**config.mk**
```make
export PLATFORM = sky130hd
export DESIGN_NAME = pgc_top
export DESIGN_NICKNAME = d
export VERILOG_FILES = /design/src/pkg/pgc_pkg.sv /design/src/hw/pgc_edge_det.sv /design/src/hw/pgc_top.sv
export SDC_FILE = /design/constraint.sdc
export NUM_CORES = 1
export LEC_CHECK = 0
export BUFFER_PORTS_ARGS = -buffer_cell sky130_fd_sc_hd__buf_4
export CAP_MARGIN = 0
export CORE_MARGIN = 3
export CORE_UTILIZATION = 40
export CTS_CLUSTER_SIZE = 12
export DETAILED_ROUTE_END_ITERATION = 8
export PLACE_DENSITY = 0.73
export SETUP_SLACK_MARGIN = 0.1
export SLEW_MARGIN = 10
export SYNTH_ARGS = -nofsm -noshare
export SYNTH_HDL_FRONTEND = slang
export SYNTH_SLANG_ARGS = --single-unit
export TNS_END_PERCENT = 20
```
**constraint.sdc**
```tcl
create_clock -name clk_sys -period 2.89 [get_ports clk_sys]
set_clock_uncertainty 0.15 [all_clocks]
set_input_delay 0.289 -clock clk_sys [delete_from_list [all_inputs] [get_ports clk_sys]]
set_output_delay 0.289 -clock clk_sys [all_outputs]
set_load 0.02 [all_outputs]
```
**src/pkg/pgc_pkg.sv**
```systemverilog
// package for the ptp general setup register bank
package pgc_pkg;

  // ----------------------------------------------------------------
  // register map
  // ----------------------------------------------------------------
  localparam logic [11:0] PGC_ADDR_CMD    = 12'h100;
  localparam logic [11:0] PGC_ADDR_SETUP  = 12'h104;
  localparam logic [11:0] PGC_ADDR_STATUS = 12'h108;
  localparam logic [11:0] PGC_ADDR_MASK   = 12'h10c;

  // ----------------------------------------------------------------
  // field positions
  // ----------------------------------------------------------------
  localparam int PGC_BIT_MAIN_EN   = 2;
  localparam int PGC_BIT_TS_ON     = 16;
  localparam int PGC_BIT_PCLR_EN   = 15;
  localparam int PGC_SEL_LSB       = 12;
  localparam int PGC_SEL_W         = 3;
  localparam int PGC_NUM_PINS      = 3;
  localparam int PGC_BIT_TMRB      = 1;
  localparam int PGC_BIT_PIN_EDGE  = 0;
  localparam int PGC_IRQ_W         = 2;

  // ----------------------------------------------------------------
  // reset values
  // ----------------------------------------------------------------
  localparam logic       PGC_RST_TS_ON   = 1'b1;
  localparam logic       PGC_RST_PCLR_EN = 1'b0;
  localparam logic [2:0] PGC_RST_SEL     = 3'h0;

  // ----------------------------------------------------------------
  // timing
  // ----------------------------------------------------------------
  localparam int PGC_CLK_NS      = 40;
  localparam int PGC_MIN_ACT_NS  = 40;
  // active level must persist longer than the minimum: strictly greater
  localparam int PGC_MIN_ACT_CYC = (PGC_MIN_ACT_NS / PGC_CLK_NS) + 1;
  localparam int PGC_CNT_W       = 4;

  typedef struct packed {
    logic       ts_on;
    logic       pclr_en;
    logic [2:0] sel;
  } pgc_setup_t;

  typedef struct packed {
    logic [11:0] addr;
    logic        write;
    logic [31:0] wdata;
  } pgc_req_t;

endpackage : pgc_pkg

```
**src/hw/pgc_edge_det.sv**
```systemverilog
// qualifies one active edge on the selected pin
`timescale 1ns/1ps
`default_nettype none
module pgc_edge_det
  import pgc_pkg::*;
#(
  parameter int MIN_CYC = PGC_MIN_ACT_CYC
) (
  input  wire logic clk_sys,
  input  wire logic rst,
  input  wire logic pin_level,
  input  wire logic active_high,
  output logic      edge_pulse
);

  logic [2:0]           sync_reg, sync_next;
  logic                 state_reg, state_next;
  logic [PGC_CNT_W-1:0] cnt_reg, cnt_next;
  logic                 pulse_reg, pulse_next;
  logic                 act;

  // ----------------------------------------------------------------
  // sync and filter
  // ----------------------------------------------------------------
  always_comb begin
    sync_next  = {sync_reg[1:0], pin_level};
    act        = (sync_reg[2] == active_high) && (sync_reg[1] == active_high);
    state_next = state_reg;
    cnt_next   = cnt_reg;
    pulse_next = 1'b0;
    if (sync_reg[2] != sync_reg[1]) begin
      cnt_next = cnt_reg;
    end else if (!act) begin
      cnt_next   = '0;
      state_next = 1'b0;
    end else if (!state_reg) begin
      // edge only after the level has stood past the minimum
      if (cnt_reg >= PGC_CNT_W'(MIN_CYC)) begin
        state_next = 1'b1;
        pulse_next = 1'b1;
      end else begin
        cnt_next = cnt_reg + PGC_CNT_W'(1);
      end
    end
  end

  always_ff @(posedge clk_sys) begin
    if (rst) begin
      sync_reg  <= 3'h0;
      state_reg <= 1'b1;
      cnt_reg   <= '0;
      pulse_reg <= 1'b0;
    end else begin
      sync_reg  <= sync_next;
      state_reg <= state_next;
      cnt_reg   <= cnt_next;
      pulse_reg <= pulse_next;
    end
  end

  assign edge_pulse = pulse_reg;

  a_edge_once: assert property (@(posedge clk_sys) disable iff (rst)
    edge_pulse |=> !edge_pulse) else $error("edge pulse longer than one cycle");

endmodule : pgc_edge_det
`default_nettype wire

```
**src/hw/pgc_top.sv**
```systemverilog
// ptp general setup register bank with pin-driven timer b flag clear
//
// Contract
// - bit 16 gates stamping, reset one, needs main enable
// - bit 15 lets pin edge clear timer b flag
// - bits 14:12 pick clearing pin, reset zero
// - selector addresses only three supported pins
// - pin active level comes from pin polarity
// - edge needs active level longer than 40 ns
// - writing one enables unit, read returns state
`timescale 1ns/1ps
`default_nettype none
module pgc_top
  import pgc_pkg::*;
#(
  parameter int NUM_PINS = PGC_NUM_PINS
) (
  input  wire logic                clk_sys,
  input  wire logic                rst,
  input  wire logic                psel,
  input  wire logic                penable,
  input  wire logic                pwrite,
  input  wire logic [11:0]         paddr,
  input  wire logic [31:0]         pwdata,
  output logic      [31:0]         prdata,
  output logic                     pready,
  output logic                     pslverr,
  input  wire logic [NUM_PINS-1:0] gpio_in,
  input  wire logic [NUM_PINS-1:0] pin_polarity,
  input  wire logic                tmrb_event,
  input  wire logic                main_disable,
  output logic                     ptp_enable,
  output logic                     timestamp_capture_on,
  output logic                     irq
);

  pgc_setup_t            setup_reg, setup_next;
  logic                  main_en_reg, main_en_next;
  logic [PGC_IRQ_W-1:0]  ptp_irq_status_reg, ptp_irq_status_next;
  logic [PGC_IRQ_W-1:0]  mask_reg, mask_next;
  logic [31:0]           prdata_reg, prdata_next;
  logic                  pready_reg, pready_next;
  logic                  pslverr_reg, pslverr_next;
  logic                  ts_out_reg, ts_out_next;
  logic                  irq_reg, irq_next;
  logic                  sel_pin, sel_pol, sel_ok, pin_edge;
  logic                  acc, wr;

  function automatic logic addr_ok(input logic [11:0] a);
    addr_ok = (a == PGC_ADDR_CMD) || (a == PGC_ADDR_SETUP) ||
              (a == PGC_ADDR_STATUS) || (a == PGC_ADDR_MASK);
  endfunction : addr_ok

  // ----------------------------------------------------------------
  // pin selection
  // ----------------------------------------------------------------
  always_comb begin
    // codes past the supported pins select nothing
    sel_ok  = (32'(setup_reg.sel) < NUM_PINS);
    sel_pin = 1'b0;
    sel_pol = 1'b1;
    for (int i = 0; i < NUM_PINS; i++) begin
      if (32'(setup_reg.sel) == i) begin
        sel_pin = gpio_in[i];
        sel_pol = pin_polarity[i];
      end
    end
  end

  // pin direction is software's job; the pin is only sampled here
  pgc_edge_det u_edge (
    .clk_sys     (clk_sys),
    .rst         (rst),
    .pin_level   (sel_pin),
    .active_high (sel_pol),
    .edge_pulse  (pin_edge)
  );

  // ----------------------------------------------------------------
  // apb slave and registers
  // ----------------------------------------------------------------
  assign acc = psel && penable && !pready_reg;
  assign wr  = acc && pwrite && addr_ok(paddr);

  always_comb begin
    setup_next          = setup_reg;
    main_en_next        = main_en_reg;
    ptp_irq_status_next = ptp_irq_status_reg;
    mask_next           = mask_reg;
    prdata_next         = prdata_reg;
    pready_next         = acc;
    pslverr_next        = acc && !addr_ok(paddr);

    if (main_disable) begin
      main_en_next = 1'b0;
    end
    if (wr && paddr == PGC_ADDR_CMD && pwdata[PGC_BIT_MAIN_EN]) begin
      main_en_next = 1'b1;
    end
    if (wr && paddr == PGC_ADDR_SETUP) begin
      // software must not alter bit 16 while enabled; write stored as given
      setup_next.ts_on   = pwdata[PGC_BIT_TS_ON];
      setup_next.pclr_en = pwdata[PGC_BIT_PCLR_EN];
      setup_next.sel     = pwdata[PGC_SEL_LSB +: PGC_SEL_W];
    end
    if (wr && paddr == PGC_ADDR_MASK) begin
      mask_next = pwdata[PGC_IRQ_W-1:0];
    end
    if (wr && paddr == PGC_ADDR_STATUS) begin
      ptp_irq_status_next = ptp_irq_status_next & ~pwdata[PGC_IRQ_W-1:0];
    end
    // pin edge clears timer b flag, but a new compare event wins
    if (setup_reg.pclr_en && sel_ok && pin_edge) begin
      ptp_irq_status_next[PGC_BIT_TMRB] = 1'b0;
    end
    if (pin_edge && sel_ok) begin
      ptp_irq_status_next[PGC_BIT_PIN_EDGE] = 1'b1;
    end
    if (tmrb_event) begin
      ptp_irq_status_next[PGC_BIT_TMRB] = 1'b1;
    end

    if (acc && !pwrite) begin
      prdata_next = 32'h0;
      // reserved bits read zero
      unique case (paddr)
        PGC_ADDR_CMD:    prdata_next[PGC_BIT_MAIN_EN] = main_en_reg;
        PGC_ADDR_SETUP: begin
          prdata_next[PGC_BIT_TS_ON]              = setup_reg.ts_on;
          prdata_next[PGC_BIT_PCLR_EN]            = setup_reg.pclr_en;
          prdata_next[PGC_SEL_LSB +: PGC_SEL_W]   = setup_reg.sel;
        end
        PGC_ADDR_STATUS: prdata_next[PGC_IRQ_W-1:0] = ptp_irq_status_reg;
        PGC_ADDR_MASK:   prdata_next[PGC_IRQ_W-1:0] = mask_reg;
        default:         prdata_next = 32'h0;
      endcase
    end

    // stamping only while both enables stand
    ts_out_next = setup_next.ts_on && main_en_next;
    irq_next    = |(ptp_irq_status_next & mask_next);
  end

  always_ff @(posedge clk_sys) begin
    if (rst) begin
      setup_reg          <= '{ts_on: PGC_RST_TS_ON, pclr_en: PGC_RST_PCLR_EN,
                              sel: PGC_RST_SEL};
      main_en_reg        <= 1'b0;
      ptp_irq_status_reg <= '0;
      mask_reg           <= '0;
      prdata_reg         <= 32'h0;
      pready_reg         <= 1'b0;
      pslverr_reg        <= 1'b0;
      ts_out_reg         <= 1'b0;
      irq_reg            <= 1'b0;
    end else begin
      setup_reg          <= setup_next;
      main_en_reg        <= main_en_next;
      ptp_irq_status_reg <= ptp_irq_status_next;
      mask_reg           <= mask_next;
      prdata_reg         <= prdata_next;
      pready_reg         <= pready_next;
      pslverr_reg        <= pslverr_next;
      ts_out_reg         <= ts_out_next;
      irq_reg            <= irq_next;
    end
  end

  assign prdata               = prdata_reg;
  assign pready               = pready_reg;
  assign pslverr              = pslverr_reg;
  assign ptp_enable           = main_en_reg;
  assign timestamp_capture_on = ts_out_reg;
  assign irq                  = irq_reg;

  // ----------------------------------------------------------------
  // checks
  // ----------------------------------------------------------------
  a_ts_gate: assert property (@(posedge clk_sys) disable iff (rst)
    timestamp_capture_on |-> (setup_reg.ts_on && main_en_reg))
    else $error("stamping on without both enables");
  a_ts_follow: assert property (@(posedge clk_sys) disable iff (rst)
    (setup_reg.ts_on && main_en_reg) |-> timestamp_capture_on)
    else $error("stamping off with both enables");
  a_pin_clear: assert property (@(posedge clk_sys) disable iff (rst)
    (setup_reg.pclr_en && sel_ok && pin_edge && !tmrb_event) |=>
      !ptp_irq_status_reg[PGC_BIT_TMRB]) else $error("pin edge left flag set");
  a_no_clear_off: assert property (@(posedge clk_sys) disable iff (rst)
    (!setup_reg.pclr_en && ptp_irq_status_reg[PGC_BIT_TMRB] && !wr) |=>
      ptp_irq_status_reg[PGC_BIT_TMRB]) else $error("flag cleared while disabled");
  a_set_wins: assert property (@(posedge clk_sys) disable iff (rst)
    tmrb_event |=> ptp_irq_status_reg[PGC_BIT_TMRB]) else $error("event lost");
  a_sel_write: assert property (@(posedge clk_sys) disable iff (rst)
    (wr && paddr == PGC_ADDR_SETUP) |=>
      setup_reg.sel == $past(pwdata[PGC_SEL_LSB +: PGC_SEL_W]))
    else $error("selector not stored");
  // an unsupported code must never let any pin edge reach the status bits
  a_bad_sel: assert property (@(posedge clk_sys) disable iff (rst)
    (32'(setup_reg.sel) >= NUM_PINS && !wr) |=>
      ptp_irq_status_reg[PGC_BIT_PIN_EDGE] == $past(ptp_irq_status_reg[PGC_BIT_PIN_EDGE]))
    else $error("unsupported pin code took an edge");
  a_main_en: assert property (@(posedge clk_sys) disable iff (rst)
    (wr && paddr == PGC_ADDR_CMD && pwdata[PGC_BIT_MAIN_EN]) |=> ptp_enable)
    else $error("enable write ignored");
  a_resv_zero: assert property (@(posedge clk_sys) disable iff (rst)
    (pready && $past(paddr) == PGC_ADDR_SETUP) |-> prdata[31:17] == 15'h0)
    else $error("reserved bits nonzero");
  a_ready_one: assert property (@(posedge clk_sys) disable iff (rst)
    pready |=> !pready) else $error("pready held"); 

  c_pin_clear: cover property (@(posedge clk_sys) disable iff (rst)
    setup_reg.pclr_en && pin_edge && ptp_irq_status_reg[PGC_BIT_TMRB]);
  c_irq: cover property (@(posedge clk_sys) disable iff (rst) $rose(irq));
  c_enable: cover property (@(posedge clk_sys) disable iff (rst) $rose(ptp_enable));
  c_err: cover property (@(posedge clk_sys) disable iff (rst) pslverr);

endmodule : pgc_top
`default_nettype wire

```
==> impl_results.md <==
- Status: complete, no violations
- CTS Buffer Depth: 2
- Layout Utilization: 52.8%
- Yosys reg bits: 31
- Buf/Inv on CP: 1
- Netlist Area Pre-Place: 1600 sq um
- Drt wl/cell: 12.3 um
- Area delta synth->final: 24.0%
- Critical Path AT: 1.91 ns
- Total track usage: 13.5%
- Tmin final: 1.90 ns
- Peak Freq: 525 MHz
- Die Y: 69.3 um
- Crit start category: flop
- Initial antenna violation count: 0
- Hold Crit Class: input pin to flop
- Vias in the first global route: 1225
- Hold Violations, Final: 0
- Met1 Use GR: 15.6%
- I/O pin cnt: 94
- Crit-path max cell delay: 0.48 ns
- Grt total ovfl: 0
- Final period util: 65.8%
- Share of layout cells above drive strength 1: 27.4%
- Area of the die: 4810 sq um
- DR vias: 1331
- RSZ-0062 raised after global routing: false
- Syn_area_per_cell: 9.11 sq um
- First-pass GRT wire length: 5290 um
- Row count: 22
- Pwr dens: 466 nW/um^2
- Slew HR: 61.7%
- GP Congestion: 0.769
- Register area: 621 sq um
- Multi-input logic area: 837 sq um
- TritonRoute pass-1 iters: 4
- Required time worst endpoint: 2.89 ns
- M3 GR Usage: 4.49%
- Leakage: 0.843 nW
- Vias per cell: 4.91
- Main synth FF type: dfxtp_1
- 1st-iter DRT viols: 77
- Die X: 69.3 um
- Sequential share of the synthesized area: 38.7%
- Sum Neg Setup Slack: 0 ns
- Worst Path Max Fanout: 3
- CTS tree: done
- CTS sink cnt: 31
- EDFF count, synth: 0
- Final wirelength: 3330 um
- Ys async rst share: 0%
- Clk slew on worst S/H paths: 0.06 ns
- Largest net degree at the start of global routing: 29
- Residual DRC: 0
- CTS Buf Count: 5
- Post-CTS setup repair buffer count: 0
- H-tree depth: 2
- Slowest cell on the critical path: or4_1
- Fin nets: 281
- Post-Synthesis Cells: 176
- # port buffers: 45
- CP Capture Type: flop
- Worst slew pin tran: 0.570 ns
- Root buf cell: clkbuf_8
- Max IR drop VDD: 0.195 mV
- Initial core utilization: 42.5%
- Post_cts resized: 0
- Crit Path Class: flop to flop
- Max FFs per register: 8
- Setup-failing EPs final: 0
- Netlist cell types: 48
- Antenna cells: 0
- Final ANT Viol Nets: 0
- Syn. warnings: 0
- Hpwl dp: 2570 um
- Max cap viols: 0
- Crit-path cells: inv_1 -> ha_1 -> or4_1 -> a211oi_2 -> xnor2_1 -> nor3_1
- GRT Max-Usage Layer: met2
- Max-slew violation count: 0
- GR Layer Usage met2: 22.6%
- Clock Latency Late Sink: 0.28 ns
- Core Region: 3770 sq um
- CP delay by family, top: simple AND/OR/NAND/NOR gates
- Hold-fix buffers, CTS: 0
- Filler cells: 375
## synth_stat cells, types with 2 or more instances
master	n	area, sq um
nand3_1	5	25.0
nand2_1	5	18.8
nand2b_1	6	37.5
or2_2	2	12.5
o21ai_0	5	25.0
ha_1	2	25.0
nand4b_1	2	17.5
o32ai_1	2	17.5
a211oi_1	3	22.5
or3_1	3	18.8
a22o_1	5	43.8
or4_1	2	15.0
buf_4	24	180
clkbuf_1	4	15.0
dfxtp_1	31	621
nor4_2	2	25.0
nor2b_1	6	37.5
nand3b_1	3	22.5
inv_1	9	33.8
nor3_1	6	30.0
nor2_1	7	26.3
mux2i_1	5	50.1
a21oi_1	12	60.1
## metrics by stage
step                cell area [sq um]  std cells  power [mW]  hold WS (ns)  setup WS (ns)
finish                           1990        271       0.928         0.133          0.987
global route                     1990        271       0.971         0.120          0.836
CTS                              1990        271       0.940         0.118          0.978
detailed placement               1890        263       0.569         0.282          0.795
global placement                 1890        263       0.567         0.269          0.794
floorplan                        1690        199       0.545         0.264           1.12
## metal layers
layer / share of wire, % / wire, um
met2: 48 / 1590
met4: 1.4 / 48
met5: 0 / 0
met3: 7.0 / 232
met1: 44 / 1450
## path summary, 6_finish.rpt
path	from	to	slack [ns]	cells past startpoint
setup / recovery	u_edge.cnt_reg[0]	u_edge.cnt_reg[0]	0.99	6
hold / removal	pwdata[12]	setup_reg[0]	0.13	3
setup reg to reg	u_edge.cnt_reg[0]	u_edge.cnt_reg[0]	0.99	6
hold reg to reg	u_edge.sync_reg[0]	u_edge.sync_reg[1]	0.30	1
## cells by family (layout without fill, tap and decap cells)
logic type / Yosys count / after routing / synth area share [%]
fa+ha+maj: 2 / 2 / 1.56
flops: 31 / 31 / 38.7
simple gates: 59 / 59 / 24.4
buf+inv: 38 / 62 / 14.5
other cells: 1 / 24 / 0.234
xor+xnor: 1 / 1 / 0.546
mux: 6 / 6 / 3.82
compound gates: 38 / 38 / 16.2
## cell type report
type / count / area share (%)
Multi-Input combinational cell: 130 / 42.1
Sequential cell: 31 / 31.2
Timing Repair Buffer: 45 / 17.0
Clock buffer: 8 / 5.03
Tap cell: 48 / 3.02
Inverter: 9 / 1.70
## worst min-delay path: cells and delay by family
kind,cells,cell delay [ns]
buf+inv,1,0.11
simple gates,1,0.06
compound gates,1,0.06
## report_power, final
part	leakage, nW	total [mW]	internal [mW]	switching [mW]
logic	0.541	0.119	0.0502	0.0692
clock network	0.0515	0.367	0.217	0.150
registers	0.251	0.441	0.435	0.00653
total	0.843	0.928	0.702	0.226
## placed cells by master, fill, tap and decap left out, types with 2 or more instances in the layout
cell,netlist,routed
mux2i_1,5,5
or4_1,2,2
clkbuf_8,0,7
or2_2,2,2
dfxtp_1,31,31
nand3_1,5,5
buf_4,24,45
conb_1,1,24
nor3_1,6,6
o32ai_1,2,2
a21oi_1,12,12
a211oi_1,3,3
nor4_2,2,2
nand2_1,5,5
nor2_1,7,7
ha_1,2,2
nand3b_1,3,3
or3_1,3,3
nor2b_1,6,6
nand2b_1,6,6
o21ai_0,5,5
a22o_1,5,5
nand4b_1,2,2
inv_1,9,9
(Power assumes the default switching activity.)
